File: src/logic/pabao_defines.vh
// Purpose: shared constants for the port A/B alternate function override logic
// Assumes: 8-bit ports, bit 0 is the lowest pin of each port
// Notes: definitions only, no logic
`ifndef PABAO_DEFINES_VH
`define PABAO_DEFINES_VH

// ****************************************************************
// port B pin positions of the alternate functions
// ****************************************************************
`define PABAO_T2A_BIT 7
`define PABAO_T1B_BIT 6
`define PABAO_T1A_BIT 5
`define PABAO_T0A_BIT 4
`define PABAO_MISO_BIT 3
`define PABAO_MOSI_BIT 2
`define PABAO_SCK_BIT 1
`define PABAO_SS_BIT 0

// ****************************************************************
// display duty codes: highest back-plane line in use
// ****************************************************************
`define PABAO_DUTY_STATIC 2'h0
`define PABAO_DUTY_HALF 2'h1
`define PABAO_DUTY_THIRD 2'h2
`define PABAO_DUTY_QUARTER 2'h3

// ****************************************************************
// reset values and fixed override levels
// ****************************************************************
`define PABAO_SYNC_RESET 8'h00
`define PABAO_ALL_OFF 8'h00
`define PABAO_ALL_ON 8'hff
`define PABAO_NIBBLE_OFF 4'h0

`endif

File: src/logic/pabao_override.v
// Purpose: alternate function override logic for general I/O ports A and B
// Assumes: one clock, synchronous active-high reset, pads resolved outside
// Notes: override signals are combinational; pad inputs pass two flops
//
// Overview of operation
// - port A: front-plane 3..0 high, back-plane low
// - front-plane pins: display on forces pad analog
// - back-plane 3..1 overridden per duty; 0 always
// - port B 7..4 carry four timer match outputs
// - match pins also carry PWM waveform
// - match enable replaces value; input gate by mask
// - port B pins feed pin-change sources 15..8
// - port B 3..0: MISO, MOSI, SCK, SS
// - controller forces MISO input; target uses direction
// - target forces MOSI input; controller uses direction
// - target forces SCK input; controller uses direction
// - target forces SS input; controller uses direction
// - target active only while select input low
// - forced input pull-up follows latch, global off
// - drive MISO, MOSI, SCK from matching SPI outputs
// - SS value untouched; inputs to SPI, pin-change
// - pull-up: override value, else dir/latch/off 010
// - driver enable: override value, else direction bit
// - pin value: override value, else latch bit
// - input enable: override value, else sleep state
`timescale 1ns/1ps
`include "pabao_defines.vh"

module pabao_override (
   input wire i_clock,
   input wire i_rst,
   // generic port control
   input wire [7:0] i_a_dir,
   input wire [7:0] i_a_latch,
   input wire [7:0] i_b_dir,
   input wire [7:0] i_b_latch,
   input wire i_global_pullup_off,
   input wire i_sleep_clamp,
   // display controller
   input wire i_display_driver_on,
   input wire [1:0] i_display_duty_select,
   // timers
   input wire i_t2_match_a_en,
   input wire i_t2_match_a_out,
   input wire i_t1_match_b_en,
   input wire i_t1_match_b_out,
   input wire i_t1_match_a_en,
   input wire i_t1_match_a_out,
   input wire i_t0_match_a_en,
   input wire i_t0_match_a_out,
   // pin-change interrupt logic
   input wire [7:0] i_pin_change_mask,
   input wire i_pin_change_group1_on,
   // serial interface core
   input wire i_serial_if_on,
   input wire i_controller_select,
   input wire i_spi_target_out,
   input wire i_spi_controller_out,
   input wire i_spi_clock_out,
   // pads
   input wire [7:0] i_pa_pad_in,
   input wire [7:0] i_pb_pad_in,
   output wire [7:0] o_pa_pad_out,
   output wire [7:0] o_pa_pad_oe_n,
   output wire [7:0] o_pa_pullup,
   output wire [7:0] o_pa_input_en,
   output wire [7:0] o_pa_lcd_link,
   output wire [7:0] o_pb_pad_out,
   output wire [7:0] o_pb_pad_oe_n,
   output wire [7:0] o_pb_pullup,
   output wire [7:0] o_pb_input_en,
   // synchronised pin reads
   output wire [7:0] o_pa_pin,
   output wire [7:0] o_pb_pin,
   output wire [7:0] o_pin_change_src,
   output wire o_spi_controller_in,
   output wire o_spi_target_in,
   output wire o_spi_clock_in,
   output wire o_spi_select_n,
   output wire o_spi_target_active
);

   // ****************************************************************
   // shared resolution functions
   // ****************************************************************

   // each override pair acts bit by bit: a set enable picks the override
   // value, a clear enable falls back to the plain port behaviour
   // pull-up: override, else on only for input with latch set and no global off
   function [7:0] resolve_pullup;
      input [7:0] oe;
      input [7:0] ov;
      input [7:0] dir;
      input [7:0] latch;
      input pull_off;
      begin
         resolve_pullup = (oe & ov) | (~oe & ~dir & latch & {8{~pull_off}});
      end
   endfunction

   // driver enable: override value, else direction bit
   function [7:0] resolve_drive;
      input [7:0] oe;
      input [7:0] ov;
      input [7:0] dir;
      begin
         resolve_drive = (oe & ov) | (~oe & dir);
      end
   endfunction

   // pin value: override value, else latch; only seen while driven
   function [7:0] resolve_value;
      input [7:0] oe;
      input [7:0] ov;
      input [7:0] latch;
      begin
         resolve_value = (oe & ov) | (~oe & latch);
      end
   endfunction

   // digital input enable: override, else off while the sleep clamp is on
   function [7:0] resolve_input;
      input [7:0] oe;
      input [7:0] ov;
      input sleep;
      begin
         resolve_input = (oe & ov) | (~oe & {8{~sleep}});
      end
   endfunction

   // back-plane line is in use when the duty reaches it
   function uses_back_plane;
      input [1:0] duty;
      input [1:0] line;
      begin
         uses_back_plane = (line <= duty);
      end
   endfunction

   // ****************************************************************
   // port A: display front-plane and back-plane lines
   // ****************************************************************

   wire [7:0] a_lcd;
   wire [7:0] a_drive;
   wire [7:0] a_value;

   // back-plane lines beyond the duty stay ordinary port pins, so spare
   // lines remain usable as general I/O while the display runs
   // upper nibble is front-plane 3..0, lower nibble back-plane 3..0
   assign a_lcd[7:4] = {4{i_display_driver_on}};
   assign a_lcd[3] = i_display_driver_on &
                     uses_back_plane(i_display_duty_select, 2'h3);
   assign a_lcd[2] = i_display_driver_on &
                     uses_back_plane(i_display_duty_select, 2'h2);
   assign a_lcd[1] = i_display_driver_on &
                     uses_back_plane(i_display_duty_select, 2'h1);
   assign a_lcd[0] = i_display_driver_on;

   // an overridden pin loses pull-up, driver and input; values are all zero
   assign o_pa_pullup = resolve_pullup(a_lcd, `PABAO_ALL_OFF, i_a_dir,
                                       i_a_latch, i_global_pullup_off);
   assign a_drive = resolve_drive(a_lcd, `PABAO_ALL_OFF, i_a_dir);
   assign a_value = resolve_value(`PABAO_ALL_OFF, `PABAO_ALL_OFF, i_a_latch);
   assign o_pa_input_en = resolve_input(a_lcd, `PABAO_ALL_OFF, i_sleep_clamp);
   assign o_pa_lcd_link = a_lcd;

   // undriven pads show zero so the pad model sees a stable level
   assign o_pa_pad_out = a_value & a_drive;
   assign o_pa_pad_oe_n = ~a_drive;

   // ****************************************************************
   // port B: timer match outputs, serial interface, pin change
   // ****************************************************************

   wire spi_ctl;
   wire spi_tgt;
   wire [7:0] b_force_in;
   wire [7:0] b_pull_override_val;
   wire [7:0] b_value_override_en;
   wire [7:0] b_value_override_val;
   wire [7:0] b_input_gate_override_en;
   wire [7:0] b_drive;
   wire [7:0] b_value;

   // the role decides which side owns each serial pin; a disabled interface
   // hands all four pins back to plain port control
   assign spi_ctl = i_serial_if_on & i_controller_select;
   assign spi_tgt = i_serial_if_on & ~i_controller_select;

   // MISO is an input as controller, the other three as target
   assign b_force_in[`PABAO_MISO_BIT] = spi_ctl;
   assign b_force_in[`PABAO_MOSI_BIT] = spi_tgt;
   assign b_force_in[`PABAO_SCK_BIT] = spi_tgt;
   assign b_force_in[`PABAO_SS_BIT] = spi_tgt;
   // timer pins never touch pull-up or direction
   assign b_force_in[7:4] = `PABAO_NIBBLE_OFF;

   // a forced input keeps its latch-driven pull-up unless globally off
   assign b_pull_override_val[7:4] = `PABAO_NIBBLE_OFF;
   assign b_pull_override_val[3:0] = i_b_latch[3:0] & {4{~i_global_pullup_off}};

   // the timer drives its waveform, compare or PWM alike, once enabled
   assign b_value_override_en[`PABAO_T2A_BIT] = i_t2_match_a_en;
   assign b_value_override_val[`PABAO_T2A_BIT] = i_t2_match_a_out;
   assign b_value_override_en[`PABAO_T1B_BIT] = i_t1_match_b_en;
   assign b_value_override_val[`PABAO_T1B_BIT] = i_t1_match_b_out;
   assign b_value_override_en[`PABAO_T1A_BIT] = i_t1_match_a_en;
   assign b_value_override_val[`PABAO_T1A_BIT] = i_t1_match_a_out;
   assign b_value_override_en[`PABAO_T0A_BIT] = i_t0_match_a_en;
   assign b_value_override_val[`PABAO_T0A_BIT] = i_t0_match_a_out;

   // serial outputs; the select pin value is never replaced
   assign b_value_override_en[`PABAO_MISO_BIT] = spi_tgt;
   assign b_value_override_val[`PABAO_MISO_BIT] = i_spi_target_out;
   assign b_value_override_en[`PABAO_MOSI_BIT] = spi_ctl;
   assign b_value_override_val[`PABAO_MOSI_BIT] = i_spi_controller_out;
   assign b_value_override_en[`PABAO_SCK_BIT] = spi_ctl;
   assign b_value_override_val[`PABAO_SCK_BIT] = i_spi_clock_out;
   assign b_value_override_en[`PABAO_SS_BIT] = 1'b0;
   assign b_value_override_val[`PABAO_SS_BIT] = 1'b0;

   // a watched pin keeps its input alive even in deep sleep
   assign b_input_gate_override_en = i_pin_change_mask & {8{i_pin_change_group1_on}};

   // a match output only reaches the pad once software set direction
   assign o_pb_pullup = resolve_pullup(b_force_in, b_pull_override_val, i_b_dir,
                                       i_b_latch, i_global_pullup_off);
   assign b_drive = resolve_drive(b_force_in, `PABAO_ALL_OFF, i_b_dir);
   assign b_value = resolve_value(b_value_override_en, b_value_override_val,
                                  i_b_latch);
   assign o_pb_input_en = resolve_input(b_input_gate_override_en, `PABAO_ALL_ON,
                                        i_sleep_clamp);

   assign o_pb_pad_out = b_value & b_drive;
   assign o_pb_pad_oe_n = ~b_drive;

   // ****************************************************************
   // pad input synchronisers
   // ****************************************************************

   reg [7:0] pa_sync1;
   reg [7:0] pa_sync2;
   reg [7:0] pb_sync1;
   reg [7:0] pb_sync2;
   wire [7:0] pa_gated;
   wire [7:0] pb_gated;
   reg [7:0] pa_en_d1;
   reg [7:0] pa_en_d2;
   reg [7:0] pb_en_d1;
   reg [7:0] pb_en_d2;

   // raw pad levels pass both stages before any gate reads them; the input
   // enable is delayed alongside, so the clamp lines up with the level it masks
   // a read lags the pad by two edges; a pulse shorter than a clock can be lost
   always @(posedge i_clock) begin
      if (i_rst) begin
         pa_sync1 <= `PABAO_SYNC_RESET;
         pa_sync2 <= `PABAO_SYNC_RESET;
         pb_sync1 <= `PABAO_SYNC_RESET;
         pb_sync2 <= `PABAO_SYNC_RESET;
         pa_en_d1 <= `PABAO_SYNC_RESET;
         pa_en_d2 <= `PABAO_SYNC_RESET;
         pb_en_d1 <= `PABAO_SYNC_RESET;
         pb_en_d2 <= `PABAO_SYNC_RESET;
      end else begin
         pa_sync1 <= i_pa_pad_in;
         pa_sync2 <= pa_sync1;
         pb_sync1 <= i_pb_pad_in;
         pb_sync2 <= pb_sync1;
         pa_en_d1 <= o_pa_input_en;
         pa_en_d2 <= pa_en_d1;
         pb_en_d1 <= o_pb_input_en;
         pb_en_d2 <= pb_en_d1;
      end
   end

   // a disabled input reads low, as the sleep clamp would make it
   assign pa_gated = pa_sync2 & pa_en_d2;
   assign pb_gated = pb_sync2 & pb_en_d2;

   // ****************************************************************
   // routing of pin inputs to the peripherals
   // ****************************************************************

   assign o_pa_pin = pa_gated;
   assign o_pb_pin = pb_gated;

   // every port B pin feeds the pin-change logic, bit 7 as source 15
   assign o_pin_change_src = pb_gated;

   // MISO to the controller input, MOSI to the target input
   assign o_spi_controller_in = pb_gated[`PABAO_MISO_BIT];
   assign o_spi_target_in = pb_gated[`PABAO_MOSI_BIT];
   assign o_spi_clock_in = pb_gated[`PABAO_SCK_BIT];
   assign o_spi_select_n = pb_gated[`PABAO_SS_BIT];

   // target mode only wakes while the far controller holds select low
   assign o_spi_target_active = spi_tgt & ~pb_gated[`PABAO_SS_BIT];

endmodule // pabao_override

File: config.mk
export PLATFORM = sky130hd
export DESIGN_NAME = pabao_override
export DESIGN_NICKNAME = d
export VERILOG_FILES = /design/src/logic/pabao_override.v
export VERILOG_INCLUDE_DIRS = /design/src /design/src/logic
export SDC_FILE = /design/constraint.sdc
export NUM_CORES = 1
export LEC_CHECK = 0
export BUFFER_PORTS_ARGS = -buffer_cell sky130_fd_sc_hd__buf_4
export CORE_MARGIN = 4
export CORE_UTILIZATION = 40
export DETAILED_ROUTE_END_ITERATION = 7
export PLACE_DENSITY = 0.89
export SYNTH_ARGS = -nofsm -noshare
export SYNTH_HDL_FRONTEND = slang
export SYNTH_SLANG_ARGS = --single-unit
File: constraint.sdc
create_clock -name i_clock -period 0.97 [get_ports i_clock]
set_clock_uncertainty 0.15 [all_clocks]
set_input_delay 0.097 -clock i_clock [delete_from_list [all_inputs] [get_ports i_clock]]
set_output_delay 0.097 -clock i_clock [all_outputs]
set_load 0.03 [all_outputs]
# Word-level counts from Yosys, hierarchy flattened
# Cells that the tools add are included.
# Widths: inputs -> output; s select.
[classes]
order_cmp = 3
n_bitwise = 40
[ops]
columns = ["cell", "count"]
rows = [
  ["$and 8x8->8", 17],
  ["$not 8->8", 7],
  ["$or 8x8->8", 2],
  ["$and 4x4->4", 2],
  ["$not 4->8", 1],
  ["$or 4x8->8", 1],
  ["$and 1x1->1", 6],
  ["$le 2x2->1 const A", 2],
  ["$not 1->1", 4],
  ["$le 1x2->1 const A", 1],
]
[word_totals]
regBits = 64
output_inout_bits = 101

# Depth between registers and ports, before layout
# Gate-level depths: netlist of run 1.
[depth]
ltp_word = 7
ltp_mapped = 3
mapped_depth_nobuf = 3

# Least setup slack after synthesis of run 1
# OpenSTA, ideal clock, no wires.
[synth_path]
path_type = "input-to-output"
from = "input port i_sleep_clamp"
to = "output port o_pa_input_en[4]"
arrival_ns = 1.076
required_ns = 0.723
path_slack_ns = -0.353
path_stages = 3
path_buffers = 2
cell_sequence = "buf_2 > nor2_1 > buf_4"
[synth_between]
elab_chain_cells = 2
[synth_lines]
columns = ["item", "line_no", "text"]
rows = [
  ["start, declared", "pabao_override.v:38", "input wire i_sleep_clamp,"],
  ["$not 1->1", "pabao_override.v:127", "resolve_input = (oe & ov) | (~oe & {8{~sleep}});"],
  ["$and 8x8->8", "pabao_override.v:127", ""],
  ["end, declared", "pabao_override.v:66", "output wire [7:0] o_pa_input_en,"],
]
# No other way between the ends.

# Worst setup path after layout of run 1
[layout_path]
from = "register pb_sync2[0]"
to = "output port o_spi_target_active"
[layout_between]
elab_chain_cells = 3
[layout_lines]
columns = ["item", "line_no", "text"]
rows = [
  ["start, declared", "pabao_override.v:245", "reg [7:0] pb_sync2;"],
  ["start signal, assigned", "pabao_override.v:261", "pb_sync2 <= `PABAO_SYNC_RESET;"],
  ["start signal, assigned", "pabao_override.v:270", "pb_sync2 <= pb_sync1;"],
  ["$and 8x8->8", "pabao_override.v:280", "assign pb_gated = pb_sync2 & pb_en_d2;"],
  ["$not 1->1", "pabao_override.v:299", "assign o_spi_target_active = spi_tgt & ~pb_gated[`PABAO_SS_BIT];"],
  ["$and 1x1->1", "pabao_override.v:299", ""],
  ["end, declared", "pabao_override.v:80", "output wire o_spi_target_active"],
]
# No other way between the ends.

==> impl_metrics.toml, run 1 <==
[outcome]
status = "complete, but fails checks"
failed_checks = "hold timing, setup timing"

[placement]
portBuffers = 177
hpwl_microns = 5820
globalplace.congestion = 0.836
pre_cts_ws_ns = -0.184

[cts]
cts_sinks = 56
clk_path_buf_depth = 2
clockRootBuffer = "clkbuf_8"
hold_buffers = 25
htree_levels = 2
clock_latency_ns = 0.30
cts_made_buffers = 5
cts_tree = "yes"
clkSlewWorstSetupHoldPaths_ns = 0.09

[worst_setup_path]
slowest_delay_ns = 0.31
required_ns = 0.72
critical_path.startpoint = "pb_sync2[0]$_SDFF_PP0_"
end_kind = "primary output"
critical_path_buf_inv_count = 1
critPathTopFamily = "flip-flops"
startpoint_type = "flop"
worstPathMaxFanout = 4
arrival_ns = 1.00
critPathSlowestCell = "dfxtp_1"
r2r-start = "pb_en_d1[3]$_SDFF_PP0_"
path_class = "reg -> out"
worstPathCellList = "and2_4 > nor2_4 > buf_6"

[timing]
hold_viol_final = 4
max_freq_mhz = 801
whs_ns = -0.0494
rsz0062_at_grt = "true"
finalWorstSetupSlack_ns = -0.278
finalCritPeriodShare_pct = 129
timing.final.max_slew_violations = 0
fin_crit_ns = 1.25
worstMarginPinSlew_ns = 0.256
max_slew_margin_pct = 82.9
finalSetupViolCount = 49

[power_and_ir_drop]
power.leakage_nw = 2.18
vdd_drop_max_mv = 0.924
power_density_mw_per_mm2 = 1150

[global_route]
antenna_found_initial = 0
overflow = 0
track_usage_pct = 21.3
grt_pass1_wl_microns = 12200
grt_max_degree = 30
grt_pass1_vias = 2602

[finish]
area_growth_pct = 95.4
fillerInstances = 325
layout-drive-gt1-share_pct = 59.9
antenna_cells = 0
final_common_cell = "buf_4"
layout_common_cells = "132 x buf_4, 51 x buf_6, 46 x dfxtp_1"
final_nets = 522

[worst_hold_path]
hp-start = "i_pin_change_mask[6]"
hp-class = "in -> reg"

[yosys]
synth_nets = 334
ys_ff_latch = 56
synthTopCellsByArea = "dfxtp_1 48%, nor2b_1 12%, buf_4 7.0%, nand2_1 4.5%, and2_1 4.3%"
synth_top_area_share_pct = 47.8
ys_seq_area_share_pct = 47.8
yosysUniqueCellTypes = 25
synth_area_sq_mm = 0.00235
avgSynthCellArea_sq_um = 9.13
ys_warn_count = 0
synthCells = 257
yosysTopAreaCell = "dfxtp_1"

[detailed_routing]
wl_microns = 8200
ant_nets = 0
vias = 2405
drtIter0Drc = 77
drt-wirelength-per-cell_microns = 15.8
drtPass1Iterations = 4
avgViaCountPerCell = 4.64
route.detailed.drc = 0

[floorplanning]
core-area_sq_mm = 0.00561
fp.dieW_microns = 84.6
die_area_sq_mm = 0.00716
io_pins = 178
die_y_microns = 84.6
initial_core_util_pct = 41.9
rows = 27

[job]
cap_viol_max_count = 0
-- routing by layer --
metal | up-vias | routed length, microns | GRT usage (%)
met1 | 1107 | 2570 | 18.9
met2 | 117 | 4670 | 44.0
met5 | - | 0 | 0
li1 | 1163 | - | -
met3 | 18 | 737 | 6.77
met4 | 0 | 220 | 6.62
-- cells by family after synthesis --
logic type | count (synthesis) | share of synthesized area [%]
DFF | 56 | 47.8
muxes | 4 | 1.71
and+or+nand+nor | 136 | 35.5
buffers and inverters | 45 | 11.5
AOI/OAI and AO/OA | 16 | 3.57
-- cell usage after synthesis, drive strengths merged --
cell	number
nand3	1
nand3b	3
and2	16
nand2	28
nor4	5
buf	31
nor3	4
mux2i	4
nor4b	3
and3	4
nor3b	4
nor2	14
a21oi	12
dfxtp	56
o21ai	4
nand2b	10
inv	12
nor2b	44
clkbuf	2
-- what timing repair did --
item	in CTS	in global routing
setup endpoints to repair	63	56
pin swaps	17	8
cloned	1	0
setup buffers	1	1
hold endpoints to repair	27	6
resized for setup	79	37
-- power breakdown --
| part | internal [mW] | switching (mW) | leakage (nW) | total (mW) |
|---|---|---|---|---|
| combinational | 0.768 | 0.839 | 1.66 | 1.61 |
| clock | 0.513 | 0.712 | 0.0445 | 1.23 |
| sequential | 2.41 | 0.0264 | 0.468 | 2.44 |
| total | 3.69 | 1.58 | 2.18 | 5.27 |
-- sequential cells by signal, summed over array words and instances, names as in the netlist --
name,flops
pa_en_d1,4
pb_sync2,8
pb_sync1,8
pb_en_d1,8
pa_en_d2,4
pa_sync1,8
pa_sync2,8
pb_en_d2,8
-- worst paths after layout --
| check | end | slack [ns] | depth (start not counted) |
|---|---|---|---|
| worst max register to register | pb_en_d2[3]$_SDFF_PP0_ | 0.26 | 1 |
| worst min register to register | pb_en_d2[7]$_SDFF_PP0_ | 0.29 | 1 |
| worst max-delay path | o_spi_target_active | -0.28 | 3 |
| worst min-delay path | pb_en_d1[6]$_SDFF_PP0_ | -0.05 | 3 |
-- layout make-up --
cell class	count	area [sq um]	area share (%)
clock buffer	5	68.8	1.50
clock inverter	3	21.3	0.464
inverter	12	47.5	1.04
multi-input combinational	156	1270	27.7
sequential	56	1140	24.8
tap	72	90.1	1.96
timing repair buffer	214	1950	42.5
-- through the flow --
stage	setup TNS [ns]	util (%)	area [sq um]	std cells	power, mW
after global placement	-2.10	67.3	3780	484	3.80
after CTS	-6.45	79.1	4440	519	5.24
after detailed placement	-2.66	67.3	3780	484	3.83
after global routing	-8.04	81.8	4590	518	5.51
final	-6.37	81.8	4590	518	5.27
after floorplan	-2.44	-	2470	257	3.21
Note: power is estimated with default switching activity, not from simulation.
==> inputs of run 2 (changes only) <==
--- a/config.mk
+++ b/config.mk
@@ -7,9 +7,10 @@
 export NUM_CORES = 1
 export LEC_CHECK = 0
 export BUFFER_PORTS_ARGS = -buffer_cell sky130_fd_sc_hd__buf_4
-export CORE_MARGIN = 4
+export CORE_MARGIN = 8
 export CORE_UTILIZATION = 40
 export DETAILED_ROUTE_END_ITERATION = 7
+export MAX_ROUTING_LAYER = met4
 export PLACE_DENSITY = 0.89
 export SYNTH_ARGS = -nofsm -noshare
 export SYNTH_HDL_FRONTEND = slang
==> run 2 against run 1 <==
- the flow still finishes with violations (hold timing, setup timing)
- worst setup slack better by 0.0066 ns
- non-clock buffer count up 6
- count of clock-buffer cells in the layout unchanged
- cell count up 1.7%
- sequential share of layout area down 1.1 points
- combinational power up 9.9%
- critical path depth unchanged
- design area up 5.2%
- sequential power about the same
- routed wire length up 36%
- clock power about the same
- die area up 20%
- critical endpoint unchanged
- highest routed layer unchanged
==> impl_metrics.toml, run 2 (same netlist as run 1, synthesis figures left out) <==
[outcome]
status = "complete, but fails checks"
failed_checks = "hold timing, setup timing"

[cts]
clkSlewWorstSetupHoldPaths_ns = 0.09
hold_buffers = 24
cts_made_buffers = 5
clockRootBuffer = "clkbuf_8"
clk_path_buf_depth = 2
cts_tree = "yes"
cts_sinks = 56
clock_latency_ns = 0.30
htree_levels = 2

[global_route]
overflow = 0
grt_pass1_vias = 2833
antenna_found_initial = 0
grt_pass1_wl_microns = 15000
track_usage_pct = 23.3
grt_max_degree = 25

[detailed_routing]
drtPass1Iterations = 4
wl_met3_microns = 807
drtIter0Drc = 92
route.detailed.drc = 0
met2_length_microns = 6120
ant_nets = 0
maxUsedRoutingLayer = "met4"
wl_met1_microns = 3620
wl_microns = 11100
vias = 2609
drt-wirelength-per-cell_microns = 21.1
avgViaCountPerCell = 4.95

[timing]
fin_tns_setup_ns = -7.44
rsz0062_at_grt = "true"
finalWorstSetupSlack_ns = -0.272
timing.final.max_slew_violations = 0
finalSetupViolCount = 54
max_freq_mhz = 805
worstMarginPinSlew_ns = 0.275
max_slew_margin_pct = 81.5
hold_viol_final = 8
finalCritPeriodShare_pct = 128
fin_crit_ns = 1.24
whs_ns = -0.0547

[finish]
layout-drive-gt1-share_pct = 63.3
area_growth_pct = 106
layout_common_cells = "120 x buf_4, 65 x buf_6, 44 x nor2b_1"
fillerInstances = 303
final_nets = 528
post-route-util_pct = 83.5
final_area_sq_mm = 0.00483
antenna_cells = 0
final_common_cell = "buf_4"

[floorplanning]
die_area_sq_mm = 0.00858
io_pins = 178
fp.dieW_microns = 92.6
die_y_microns = 92.6
rows = 28
core-area_sq_mm = 0.00578
initial_core_util_pct = 40.6

[placement]
placed_area_sq_mm = 0.00380
hpwl_microns = 6710
portBuffers = 177
globalplace.congestion = 0.848

[worst_setup_path]
path_class = "reg -> out"
reg2regPathDepth = 1
worstPathMaxFanout = 4
end_kind = "primary output"
critical_path.startpoint = "pb_sync2[0]$_SDFF_PP0_"
ff2ff_setup_slack_ns = 0.27
cp-endpoint = "o_spi_target_active"
regToRegEndpoint = "pa_sync2[3]$_SDFF_PP0_"
r2r-start = "pa_sync1[3]$_SDFF_PP0_"
required_ns = 0.72
startpoint_type = "flop"
arrival_ns = 0.99

[worst_hold_path]
hp-class = "in -> reg"
hp-start = "i_rst"

[power_and_ir_drop]
power.leakage_nw = 2.26
vdd_drop_max_mv = 0.809
power_density_mw_per_mm2 = 1130

[job]
cap_viol_max_count = 0
==> run 2: cell count changes in the layout (fill, tap and decap cells not counted), sizes merged <==
cell          previous run  this run
dlymetal6s4s             1         2
buf                    191       196
==> run 2: layout make-up <==
type | count | area [sq um] | area share, %
clock buffers | 5 | 68.8 | 1.43
clock inverters | 3 | 21.3 | 0.441
inverters | 12 | 50.0 | 1.04
multi-input cells | 156 | 1330 | 27.6
flip-flops and latches | 56 | 1140 | 23.6
well taps | 75 | 93.8 | 1.94
repair buffers | 220 | 2120 | 43.9
==> run 2: repair_timing <==
item / 4_1_cts / 5_1_grt
setup endpoints to repair: 64 / 72
setup buffers: 3 / 3
hold endpoints to repair: 29 / 8
pin swaps: 19 / 13
gates resized for setup: 108 / 41
gates cloned: 3 / 0
==> run 2: how the worst min path moves through the flow <==
stage | cells after the start | endpoint
2_1_floorplan | 1 | pa_en_d1[3]$_SDFF_PP0_
3_3_place_gp | 2 | pa_sync1[3]$_SDFF_PP0_
3_5_place_dp | 2 | pb_sync1[5]$_SDFF_PP0_
6_report | 2 | pa_sync1[3]$_SDFF_PP0_
4_1_cts | 2 | pa_sync1[3]$_SDFF_PP0_
5_1_grt | 2 | pa_sync1[7]$_SDFF_PP0_
==> run 2: power by group <==
part	internal [mW]	switching (mW)
combinational	0.846	0.923
sequential	2.41	0.0304
clock	0.513	0.724
total	3.77	1.68
==> run 2: stage by stage <==
stage	cells	power (mW)	setup WS, ns
final	527	5.45	-0.272
after global routing	527	5.68	-0.308
after floorplan	257	3.21	-0.251
after global placement	487	3.82	-0.145
after CTS	525	5.36	-0.278
after detailed placement	487	3.85	-0.189
==> run 2: metal layers <==
metal | global-route usage, % | vias to the layer above
met5 | - | -
met4 | 10.6 | 0
met3 | 6.15 | 33
met2 | 44.2 | 162
li1 | - | 1177
met1 | 21.2 | 1237
==> run 2: critical path, stage by stage, from the launching register on <==
cell,delay [ns]
dfxtp_1,0.31
and2_4,0.18
nor2_4,0.08
buf_6,0.13
==> inputs of run 3 (changes only) <==
--- a/config.mk
+++ b/config.mk
@@ -15,3 +15,4 @@
 export SYNTH_ARGS = -nofsm -noshare
 export SYNTH_HDL_FRONTEND = slang
 export SYNTH_SLANG_ARGS = --single-unit
+export TNS_END_PERCENT = 30
==> run 3 against run 2 <==
- the flow still finishes with violations (hold timing, setup timing)
- sequential power hardly changed
- flip-flop and latch count stayed put
- core utilization decreased by 8.1 points
- non-clock buffer count fell by 9
- hold slack lost 0.0030 ns
- sequential share of layout area rose by 2.5 points
- die area is the same
- fmax grew 0.36%
- critical path depth unchanged
- routed wire length down 22%
- critical path type unchanged
- critical endpoint unchanged
- largest cell class unchanged
- highest routed layer unchanged
==> impl_metrics.toml, run 3 (same netlist as run 1, synthesis figures left out) <==
[outcome]
failed_checks = "hold timing, setup timing"
status = "complete, but fails checks"

[floorplanning]
rows = 28
die_y_microns = 92.6
fp.dieW_microns = 92.6
core-area_sq_mm = 0.00578
die_area_sq_mm = 0.00858
io_pins = 178
initial_core_util_pct = 40.6

[detailed_routing]
drtIter0Drc = 47
drt-wirelength-per-cell_microns = 16.8
route.detailed.drc = 0
drtPass1Iterations = 6
ant_nets = 0
wl_microns = 8700
avgViaCountPerCell = 4.69
vias = 2431

[worst_setup_path]
startpoint_type = "flop"
critPathTopFamily = "flip-flops"
worstPathMaxFanout = 4
arrival_ns = 0.99
critPathSlowestCell = "dfxtp_1"
path_class = "reg -> out"
required_ns = 0.72
slowest_delay_ns = 0.31
end_kind = "primary output"
worstPathCellList = "and2_4 > nor2_4 > buf_6"
critical_path_buf_inv_count = 1

[timing]
fin_crit_ns = 1.24
whs_ns = -0.0577
finalWorstSetupSlack_ns = -0.267
fin_tns_setup_ns = -6.58
max_freq_mhz = 808
finalCritPeriodShare_pct = 128
hold_viol_final = 12
worstMarginPinSlew_ns = 0.260
max_slew_margin_pct = 82.7
rsz0062_at_grt = "true"
finalSetupViolCount = 51
timing.final.max_slew_violations = 0

[finish]
post-route-util_pct = 75.4
final_area_sq_mm = 0.00436
final_common_cell = "buf_4"
layout-drive-gt1-share_pct = 57.1
area_growth_pct = 85.6
layout_common_cells = "139 x buf_4, 44 x nor2b_1, 44 x dfxtp_1"
final_nets = 519
antenna_cells = 0

[placement]
globalplace.congestion = 0.899
hpwl_microns = 6560
placed_area_sq_mm = 0.00370
portBuffers = 177

[job]
cap_viol_max_count = 0

[cts]
hold_buffers = 24
clkSlewWorstSetupHoldPaths_ns = 0.09
cts_sinks = 56
htree_levels = 2
cts_tree = "yes"
cts_made_buffers = 5
clockRootBuffer = "clkbuf_8"
clock_latency_ns = 0.30
clk_path_buf_depth = 2

[power_and_ir_drop]
switchingPower_mw = 1.53
p_int_mw = 3.70
p_clk_share_pct = 24.7
swShare_pct = 29.2
comb_power_share_pct = 28.6
vdd_drop_max_mv = 0.711
p_seq_share_pct = 46.7
power_density_mw_per_mm2 = 1200
power.leakage_nw = 2.11

[global_route]
grt_max_degree = 28
grt_pass1_vias = 2648
overflow = 0
antenna_found_initial = 0
grt_pass1_wl_microns = 13000
track_usage_pct = 19.6

[worst_hold_path]
hp-class = "in -> reg"
==> run 3: worst paths after layout <==
| check | to | cells past startpoint | slack, ns | startpoint |
|---|---|---|---|---|
| setup / recovery | o_spi_target_active | 3 | -0.27 | pb_en_d2[0]$_SDFF_PP0_ |
| hold / removal | pb_sync2[1]$_SDFF_PP0_ | 2 | -0.06 | i_rst |
| setup reg to reg | pb_en_d2[5]$_SDFF_PP0_ | 1 | 0.28 | pb_en_d1[5]$_SDFF_PP0_ |
| hold reg to reg | pb_en_d2[6]$_SDFF_PP0_ | 1 | 0.29 | pb_en_d1[6]$_SDFF_PP0_ |
==> run 3: layout make-up <==
type                            instances  area, sq um
Timing Repair Buffer                  211         1870
Fill cell                             405         1420
Sequential cell                        56         1140
Multi-Input combinational cell        156         1110
Tap cell                               75         93.8
Clock buffer                            6         82.6
Inverter                               12         47.5
Clock inverter                          2         13.8
==> run 3: power by group through the flow <==
stage / Combinational, mW / Sequential, mW / Clock, mW
finish: 1.50 / 2.44 / 1.29
global route: 1.58 / 2.45 / 1.43
CTS: 1.46 / 2.44 / 1.33
detailed placement: 1.32 / 2.49 / 0
global placement: 1.30 / 2.48 / 0
floorplan: 0.702 / 2.48 / 0
==> run 3: metal layers <==
metal	GRT usage, %	vias up	part of all wire, %
met5	-	-	0
met4	7.52	0	2.7
met3	5.26	18	7.8
met2	37.1	126	55
met1	18.4	1135	34
li1	-	1152	-
==> run 3: per-stage QoR <==
step                power [mW]  hold slack, ns  worst slack (ns)  cells
finish                    5.23         -0.0577            -0.267    518
global route              5.46         -0.0573            -0.323    518
CTS                       5.23         -0.0670            -0.277    518
detailed placement        3.81           0.162            -0.221    486
global placement          3.78           0.157            -0.178    486
floorplan                 3.18          0.0167            -0.251    257
==> run 3: repair_timing <==
action                     in CTS  in global routing
pin swaps                       8                  4
buffers inserted                0                  0
gates resized for setup        67                 28
setup endpoints to repair      69                 58
hold endpoints to repair       32                 12
